[config.mk]
export PLATFORM = sky130hd
export DESIGN_NAME = bps_symbol_ctl
export DESIGN_NICKNAME = d
export VERILOG_FILES = /design/src/logic/bps_symbol_ctl.v
export VERILOG_INCLUDE_DIRS = /design/src /design/src/logic
export SDC_FILE = /design/constraint.sdc
export NUM_CORES = 1
export LEC_CHECK = 0
export BUFFER_PORTS_ARGS = -buffer_cell sky130_fd_sc_hd__buf_2
export CAP_MARGIN = 30
export CORE_MARGIN = 8
export CORE_UTILIZATION = 58
export DETAILED_ROUTE_END_ITERATION = 10
export GPL_ROUTABILITY_DRIVEN = 0
export PLACE_DENSITY = 0.82
export SETUP_SLACK_MARGIN = 0.02
export SYNTH_ARGS = -nofsm -noshare
export SYNTH_HDL_FRONTEND = slang
export SYNTH_SLANG_ARGS = --single-unit
[constraint.sdc]
create_clock -name pclk -period 2.3 [get_ports pclk]
set_clock_uncertainty 0.05 [all_clocks]
set_input_delay 0.69 -clock pclk [delete_from_list [all_inputs] [get_ports pclk]]
set_output_delay 0.69 -clock pclk [all_outputs]
set_load 0.03 [all_outputs]
[src/logic/bps_consts.vh]
/*
 Constants of the broadband symbol control block: register map,
 field positions, reset values, symbol codes and timing counts.
 Assumes a 250 MHz pclk; included by bps_symbol_ctl.v.
*/
`ifndef BPS_CONSTS_VH
`define BPS_CONSTS_VH

// Register byte offsets
`define BPS_CTRL_OFS    8'h00
`define BPS_SIGT_OFS    8'h04
`define BPS_STAT_OFS    8'h08
`define BPS_PHASE_OFS   8'h0c
`define BPS_LEVEL_OFS   8'h10

// Control fields and register reset values
`define BPS_CTRL_REMOD  0
`define BPS_CTRL_SRC_LO 1
`define BPS_CTRL_SRC_HI 2
`define BPS_CTRL_CHG    3
`define BPS_CTRL_EN_LO  4
`define BPS_CTRL_EN_HI  5
`define BPS_CTRL_JCLR   6
`define BPS_CTRL_RST    32'h0000_0000
`define BPS_PHASE_RST   4'h2
`define BPS_LEVEL_RST   8'h88

// Receive source selection
`define BPS_SRC_MED_A   2'h0
`define BPS_SRC_MED_B   2'h1
`define BPS_SRC_LOOP    2'h2

// MAC-symbol codes
`define BPS_M_SIL       3'h0
`define BPS_M_ZERO      3'h1
`define BPS_M_ONE       3'h2
`define BPS_M_NDATA     3'h3
`define BPS_M_PAD       3'h4
`define BPS_M_BAD       3'h5

// PHY-symbol codes: {0}, {2}, {4}, and an illegal level
`define BPS_P0          2'h0
`define BPS_P2          2'h1
`define BPS_P4          2'h2
`define BPS_PILL        2'h3

// Pseudo-silence patterns, symbol i in bits 2i+1:2i
`define BPS_PS_BASIC    16'h1111
`define BPS_PS_EXT      16'h0211
`define BPS_PS_LEN_B    4'h2
`define BPS_PS_LEN_E    4'h8

// Timing
`define BPS_CLK_NS      4
`define BPS_SYM_DIV     5'h19
`define BPS_JAB_MS      500
`define BPS_JAB_CYC     (`BPS_JAB_MS * 1000000 / `BPS_CLK_NS)
`define BPS_HOLD_US     5000
`define BPS_HOLD_CYC    ((`BPS_HOLD_US * 1000 + `BPS_CLK_NS - 1) / `BPS_CLK_NS)
`define BPS_TRAIN_SYM   5'h1c

`endif

[src/logic/bps_symbol_ctl.v]
/*
 Broadband token-bus PHY symbol control: receive decoding, symbol
 timing, transmit encoding and gating, jabber watch, APB registers.
 Assumes a modem front end giving one receive strobe per recovered
 symbol on each medium, and a MAC that supplies a symbol per take.
*/
`timescale 1ns/1ps
`include "bps_consts.vh"

module bps_symbol_ctl #(
  parameter [27:0] JAB_CYC  = `BPS_JAB_CYC,
  parameter [21:0] HOLD_CYC = `BPS_HOLD_CYC
) (
  input  wire        pclk,
  input  wire        presetn,
  input  wire [7:0]  paddr,
  input  wire        psel,
  input  wire        penable,
  input  wire        pwrite,
  input  wire [31:0] pwdata,
  output reg  [31:0] prdata,
  output reg         pready,
  output reg         pslverr,
  input  wire [2:0]  mac_tx_sym,
  input  wire        mac_orig,
  output reg         mac_tx_take,
  output reg  [2:0]  mac_rx_sym,
  output reg         mac_rx_stb,
  input  wire [3:0]  phy_rx_sym,
  input  wire [1:0]  phy_rx_stb,
  input  wire [1:0]  phy_mod,
  input  wire [1:0]  phy_ovld,
  output reg  [1:0]  phy_tx_sym,
  output reg         phy_tx_stb,
  output reg  [1:0]  phy_tx_on,
  output reg  [7:0]  phy_tx_lvl,
  output reg         tx_inhibit
);

  localparam [1:0] ST_RUN  = 2'b01;
  localparam [1:0] ST_HOLD = 2'b10;

  reg  [1:0]  st_reg;
  reg  [21:0] hold_reg;
  reg         remod_reg;
  reg  [1:0]  src_reg;
  reg         chg_reg;
  reg  [1:0]  en_reg;
  reg  [3:0]  phase_reg;
  reg         type_reg;
  reg         req_reg;
  reg  [4:0]  div_reg;
  reg  [15:0] dly_reg;
  reg  [4:0]  meas_reg;
  reg         mod_d_reg;
  reg  [4:0]  train_reg;
  reg  [2:0]  tx_idx_reg;
  reg  [2:0]  rx_idx_reg;
  reg  [3:0]  run_reg;
  reg  [1:0]  jab_reg;
  reg  [1:0]  tx_sym_next;
  reg  [2:0]  rx_sym_next;
  reg  [31:0] rd_next;
  reg         hit_next;

  wire        acc   = psel & penable & pready;
  wire        wr    = acc & pwrite & ~pslverr;
  wire        jclr  = wr & (paddr == `BPS_CTRL_OFS) & pwdata[`BPS_CTRL_JCLR];
  wire        loop  = (remod_reg & mac_orig) | (src_reg == `BPS_SRC_LOOP);
  wire        sel_b = (src_reg == `BPS_SRC_MED_B);
  wire [1:0]  rsym  = sel_b ? phy_rx_sym[3:2] : phy_rx_sym[1:0];
  wire        rstb  = sel_b ? phy_rx_stb[1] : phy_rx_stb[0];
  wire        rmod  = sel_b ? phy_mod[1] : phy_mod[0];
  wire        rovl  = sel_b ? phy_ovld[1] : phy_ovld[0];
  wire        div_t = (div_reg == `BPS_SYM_DIV - 5'h01);
  wire        tick  = remod_reg ? div_t : dly_reg[phase_reg];
  wire        rtick = loop ? tick : rstb;
  wire [15:0] pat   = type_reg ? `BPS_PS_EXT : `BPS_PS_BASIC;
  wire [3:0]  plen  = type_reg ? `BPS_PS_LEN_E : `BPS_PS_LEN_B;
  wire        inh   = chg_reg | (src_reg == `BPS_SRC_LOOP) | st_reg[1];
  wire        sil   = (mac_tx_sym == `BPS_M_SIL);
  wire        tx_go = remod_reg | ~sil;

  function [1:0] pat_sym;
    input [15:0] p;
    input [2:0]  i;
    begin
      pat_sym = p[{i, 1'b0} +: 2];
    end
  endfunction

  wire [2:0]  rx_last = (plen == `BPS_PS_LEN_E) ? 3'h7 : 3'h1;
  wire        rx_hit  = (rsym == pat_sym(pat, rx_idx_reg));

  // APB register write and signalling-type change sequence
  always @(posedge pclk or negedge presetn) begin
    if (!presetn) begin
      remod_reg <= 1'b0;
      src_reg   <= `BPS_SRC_MED_A;
      chg_reg   <= 1'b0;
      en_reg    <= 2'b00;
      phase_reg <= `BPS_PHASE_RST;
      phy_tx_lvl <= `BPS_LEVEL_RST;
      req_reg   <= 1'b0;
      type_reg  <= 1'b0;
      st_reg    <= ST_RUN;
      hold_reg  <= 22'h0;
    end else begin
      if (wr && paddr == `BPS_CTRL_OFS) begin
        remod_reg <= pwdata[`BPS_CTRL_REMOD];
        src_reg   <= pwdata[`BPS_CTRL_SRC_HI:`BPS_CTRL_SRC_LO];
        chg_reg   <= pwdata[`BPS_CTRL_CHG];
        en_reg    <= pwdata[`BPS_CTRL_EN_HI:`BPS_CTRL_EN_LO];
      end
      if (wr && paddr == `BPS_PHASE_OFS)
        phase_reg <= pwdata[3:0];
      if (wr && paddr == `BPS_LEVEL_OFS)
        phy_tx_lvl <= pwdata[7:0];
      if (wr && paddr == `BPS_SIGT_OFS)
        req_reg <= pwdata[0];
      case (st_reg)
        ST_RUN: begin
          if (wr && paddr == `BPS_SIGT_OFS && pwdata[0] != type_reg) begin
            st_reg   <= ST_HOLD;
            hold_reg <= 22'h0;
          end
        end
        ST_HOLD: begin
          if (hold_reg == HOLD_CYC - 22'h1) begin
            type_reg <= req_reg;
            st_reg   <= ST_RUN;
          end else begin
            hold_reg <= hold_reg + 22'h1;
          end
        end
        default: st_reg <= ST_RUN;
      endcase
    end
  end

  // APB read data and decode
  always @* begin
    rd_next  = 32'h0;
    hit_next = 1'b1;
    case (paddr)
      `BPS_CTRL_OFS:  rd_next = {26'h0, en_reg, chg_reg, src_reg, remod_reg};
      `BPS_SIGT_OFS:  rd_next = {31'h0, req_reg};
      `BPS_STAT_OFS:  rd_next = {19'h0, meas_reg, train_reg == `BPS_TRAIN_SYM,
                                 jab_reg, st_reg[1], mac_orig, type_reg, inh,
                                 tx_inhibit};
      `BPS_PHASE_OFS: rd_next = {28'h0, phase_reg};
      `BPS_LEVEL_OFS: rd_next = {24'h0, phy_tx_lvl};
      default:        hit_next = 1'b0;
    endcase
  end

  always @(posedge pclk or negedge presetn) begin
    if (!presetn) begin
      prdata  <= 32'h0;
      pready  <= 1'b0;
      pslverr <= 1'b0;
    end else begin
      pready  <= psel & ~penable;
      pslverr <= psel & ~penable & ~hit_next;
      if (psel && !penable)
        prdata <= pwrite ? 32'h0 : rd_next;
    end
  end

  // Symbol timing: own divider or delayed recovered strobe
  always @(posedge pclk or negedge presetn) begin
    if (!presetn) begin
      div_reg   <= 5'h0;
      dly_reg   <= 16'h0;
      meas_reg  <= 5'h0;
      mod_d_reg <= 1'b0;
      train_reg <= 5'h0;
    end else begin
      div_reg   <= div_t ? 5'h0 : div_reg + 5'h01;
      dly_reg   <= {dly_reg[14:0], rstb};
      mod_d_reg <= rmod;
      if (rmod && !mod_d_reg)
        meas_reg <= div_reg;
      if (!rmod || !remod_reg)
        train_reg <= 5'h0;
      else if (rstb && train_reg != `BPS_TRAIN_SYM)
        train_reg <= train_reg + 5'h01;
    end
  end

  // Transmit encoding
  always @* begin
    case (mac_tx_sym)
      `BPS_M_ZERO:  tx_sym_next = `BPS_P0;
      `BPS_M_ONE:   tx_sym_next = `BPS_P4;
      `BPS_M_PAD:   tx_sym_next = `BPS_P4;
      `BPS_M_NDATA: tx_sym_next = `BPS_P2;
      `BPS_M_SIL:   tx_sym_next = remod_reg ? pat_sym(pat, tx_idx_reg) : `BPS_P0;
      default:      tx_sym_next = `BPS_P2;
    endcase
  end

  always @(posedge pclk or negedge presetn) begin
    if (!presetn) begin
      phy_tx_sym  <= `BPS_P0;
      phy_tx_stb  <= 1'b0;
      mac_tx_take <= 1'b0;
      tx_idx_reg  <= 3'h0;
      tx_inhibit  <= 1'b0;
    end else begin
      phy_tx_stb  <= tick;
      mac_tx_take <= tick;
      tx_inhibit  <= inh | (|jab_reg);
      if (tick) begin
        phy_tx_sym <= tx_sym_next;
        if (!sil)
          tx_idx_reg <= 3'h0;
        else if ({1'b0, tx_idx_reg} == plen - 4'h1)
          tx_idx_reg <= 3'h0;
        else
          tx_idx_reg <= tx_idx_reg + 3'h1;
      end
    end
  end

  // Per-medium transmit gate and jabber watch
  genvar g;
  generate
    for (g = 0; g < 2; g = g + 1) begin : med
      reg [27:0] jcnt_reg;
      always @(posedge pclk or negedge presetn) begin
        if (!presetn) begin
          jcnt_reg     <= 28'h0;
          jab_reg[g]   <= 1'b0;
          phy_tx_on[g] <= 1'b0;
        end else begin
          if (tick)
            phy_tx_on[g] <= en_reg[g] & ~inh & ~jab_reg[g] & tx_go;
          else if (inh || jab_reg[g] || !en_reg[g])
            phy_tx_on[g] <= 1'b0;
          if (!phy_tx_on[g] || remod_reg)
            jcnt_reg <= 28'h0;
          else if (jcnt_reg != JAB_CYC)
            jcnt_reg <= jcnt_reg + 28'h1;
          if (!remod_reg && jcnt_reg == JAB_CYC)
            jab_reg[g] <= 1'b1;
          else if (jclr)
            jab_reg[g] <= 1'b0;
        end
      end
    end
  endgenerate

  // Receive decoding
  always @* begin
    if (loop)
      rx_sym_next = mac_tx_sym;
    else if (!rmod)
      rx_sym_next = remod_reg ? `BPS_M_SIL : `BPS_M_BAD;
    else if (remod_reg && rovl)
      rx_sym_next = `BPS_M_BAD;
    else if (rsym == `BPS_PILL)
      rx_sym_next = `BPS_M_BAD;
    else if (!remod_reg && rx_hit && run_reg >= plen)
      rx_sym_next = `BPS_M_SIL;
    else if (rsym == `BPS_P0)
      rx_sym_next = `BPS_M_ZERO;
    else if (rsym == `BPS_P4)
      rx_sym_next = `BPS_M_ONE;
    else
      rx_sym_next = `BPS_M_NDATA;
  end

  always @(posedge pclk or negedge presetn) begin
    if (!presetn) begin
      mac_rx_sym <= `BPS_M_SIL;
      mac_rx_stb <= 1'b0;
      rx_idx_reg <= 3'h0;
      run_reg    <= 4'h0;
    end else begin
      mac_rx_stb <= rtick & ~chg_reg;
      if (rtick && !chg_reg)
        mac_rx_sym <= rx_sym_next;
      if (rstb && !loop) begin
        if (!rmod || rsym == `BPS_PILL) begin
          rx_idx_reg <= 3'h0;
          run_reg    <= 4'h0;
        end else if (rx_hit) begin
          rx_idx_reg <= (rx_idx_reg == rx_last) ? 3'h0 : rx_idx_reg + 3'h1;
          if (run_reg != 4'hf)
            run_reg <= run_reg + 4'h1;
        end else begin
          rx_idx_reg <= (rsym == pat_sym(pat, 3'h0)) ? 3'h1 : 3'h0;
          run_reg    <= (rsym == pat_sym(pat, 3'h0)) ? 4'h1 : 4'h0;
        end
      end
    end
  end

endmodule

==> flow_summary.toml <==
[floorplan]
start_util_pct = 58.8
dieHeight_um = 137
core_mm2 = 0.0144
ios = 112
die_x_um = 137
rows = 44
dieArea_mm2 = 0.0188

[synthesis]
syn_avg_cell_area_um2 = 10.2
synth_async_sr_flop_share_pct = 100
ys_ff_latch = 169
yosysWarnings = 0
synthFlopType = "dfrtp_1"
synth_edf_count = 0
ys_types = 71
syn_inst = 829
synth_area_mm2 = 0.00849
seq_area_frac_synth_pct = 49.9

[power]
netSwitchingFraction_pct = 22.7
p_per_area_mw_per_mm2 = 645
combPwrFrac_pct = 6.1
p_sw_mw = 1.45
seqPwrFrac_pct = 48.0
p_int_mw = 4.93
p_total_mw = 6.37
vdd_ir_drop_max_mv = 0.486
p_clk_share_pct = 45.8
leakagePower_nw = 4.31

[global_route]
grt_util_all_layers_pct = 21.4
grt.overflow.total = 0
antenna_found_initial = 0
grt_max_degree = 46
grt_pass1_vias = 6488
grt_first_pass_wirelength_um = 31800

[timing]
fin_crit_ns = 2.27
hold_violations = 0
slew_violations = 0
fmax_ghz = 0.441
finalSetupViolCount = 0
rsz0062_at_grt = "yes"
fin_tns_setup_ns = 0
relSlewSlack_pct = 57.9
setup_ws_ns = 0.0325
tightest_slew_ns = 0.632
period_share_pct = 98.6

[critical_path]
r2r_cells = 6
crit-reg2reg-launch = "phase_reg[0]$_DFFE_PN0P_"
crit_type = "reg -> reg"
crit_path_end_kind = "flip-flop"
cp-start-kind = "flip-flop"
crit_arrival_ns = 2.53
crit_fanout = 9
required_ns = 2.56
reg2reg_slack_ns = 0.03
r2r-end = "mac_rx_sym[1]$_DFFE_PN0P_"

[run_status]
run_status = "complete, no violations"

[final_layout]
drive_gt1_share_pct = 19.5
fin_cells = 1131
num-nets-final = 1011
area_growth_pct = 16.4
layout_commonest_cell = "dfrtp_1"
final_cell_mix = "dfrtp_1, nor2_1, buf_2, nand2_1, xor2_1"
antenna_cells = 0
postLayoutCellArea_mm2 = 0.00988
fill_cells = 1062
largest_register_ffs = 56

[routing]
drt-wirelength-per-cell_um = 16.6
drt_iter0_markers = 430
drc_errors = 0
vias_per_cell = 5.72
vias = 6472
dr.pass1.iters = 5
ant_nets = 0
wl_um = 18800

[clocking]
clk_pin_slew_ns = 0.06
cts_root_buffer = "clkbuf_16"
clock_latency_ns = 0.43
cts_sinks = 169
htreeDepth = 4
clock_path_buffers = 2
postCtsHoldBufs = 0
numCtsBuffers = 17
cts_tree = "done"

[place]
dp_hpwl_um = 13300
pre_cts_slack_ns = -0.0637
detailed_place.area_mm2 = 0.00924
portBuffers = 68
dp_cells = 1097

[job]
maxCapViolations = 0

[worst_hold_path]
worstHoldPathType = "in -> async"
## power groups by stage
stage,clock network (mW),logic [mW],registers (mW)
floorplan,0,0.210,3.13
global placement,0,0.380,3.11
detailed placement,0,0.388,3.12
CTS,2.97,0.390,3.06
global route,3.10,0.437,3.07
finish,2.92,0.392,3.06
## worst max-delay path: stages (launching register included)
cell	delay (ns)
dfrtp_2	0.50
mux2i_1	0.15
mux4_2	0.52
a221oi_4	0.33
a21oi_2	0.11
nor2_4	0.15
mux2_1	0.34
## worst max path at each step
stage	from	to	slack (ns)	cells after the start
3_5_place_dp	paddr[1]	src_reg[1]$_DFFE_PN0P_	-0.06	6
5_1_grt	phase_reg[0]$_DFFE_PN0P_	mac_rx_sym[1]$_DFFE_PN0P_	-0.06	6
4_1_cts	phase_reg[0]$_DFFE_PN0P_	mac_rx_sym[1]$_DFFE_PN0P_	0.05	6
6_report	phase_reg[0]$_DFFE_PN0P_	mac_rx_sym[1]$_DFFE_PN0P_	0.03	6
2_1_floorplan	paddr[1]	phy_tx_lvl[0]$_DFFE_PN0P_	0.04	7
3_3_place_gp	phase_reg[0]$_DFFE_PN0P_	mac_rx_sym[2]$_DFFE_PN0P_	-0.04	6
## cell usage after synthesis (all sizes together) (2+ instances only)
library cell,count,area [µm²]
a21o,2,15.0
a21oi,15,78.8
a221oi,4,52.6
a222oi,2,20.0
a22o,8,70.1
a22oi,3,22.5
a311oi,2,17.5
a41o,2,20.0
and2,6,37.5
and3,10,62.6
and4,7,61.3
buf,24,176
clkbuf,19,71.3
dfrtp,165,4130
dfstp,4,105
ha,18,225
inv,34,128
mux2,30,338
mux2i,21,210
mux4,2,45.0
nand2,57,216
nand2b,7,43.8
nand3,39,195
nand3b,2,15.0
nand4,32,206
nor2,117,447
nor2b,6,37.5
nor3,14,70.1
nor3b,4,30.0
nor4,14,109
nor4b,8,70.1
nor4bb,3,30.0
o2111ai,2,17.5
o211ai,3,22.5
o21a,2,15.0
o21ai,31,155
o22ai,2,12.5
or2,4,25.0
or3,11,73.8
or4,3,22.5
xnor2,28,245
xor2,47,412
## cell families (layout without fill, tap and decap cells)
family,Yosys count,in the layout,share of synthesized area [%]
AOI/OAI and AO/OA,88,88,7.15
xor gates and xnor gates,75,75,7.74
adders and majority gates,19,19,2.77
buffers and inverters,77,177,4.42
DFF,169,169,49.9
muxes,53,53,6.99
other,1,19,0.0442
and+or+nand+nor,347,347,21.0
## area by class of cell
| type | count | area, µm² | area share (%) |
|---|---|---|---|
| Clock buffer | 21 | 460 | 4.66 |
| Clock inverter | 11 | 149 | 1.51 |
| Inverter | 34 | 128 | 1.29 |
| Multi-Input combinational cell | 601 | 3970 | 40.2 |
| Sequential cell | 169 | 4240 | 42.9 |
| Tap cell | 184 | 230 | 2.33 |
| Timing Repair Buffer | 111 | 711 | 7.19 |
## timing repair
item | CTS | global route
pin swaps | 0 | 1
resized for setup | 2 | 3
setup endpoints to repair | 17 | 9
buffers inserted | 0 | 2
## layer usage
metal | up-vias | track usage, % | wire length (µm)
met5 | - | 0 | 0
met4 | 0 | 7.66 | 258
li1 | 3084 | - | -
met2 | 188 | 34.9 | 9230
met1 | 3176 | 27.7 | 8290
met3 | 24 | 4.26 | 1050
## per-stage QoR
stage,hold slack [ns],utilization (%)
final,0.137,68.5
after global routing,0.165,68.5
after CTS,0.136,68.3
after detailed placement,0.308,64.1
after global placement,0.309,64.1
after floorplan,0.303,-
Note: power is estimated with default switching activity, not from simulation.
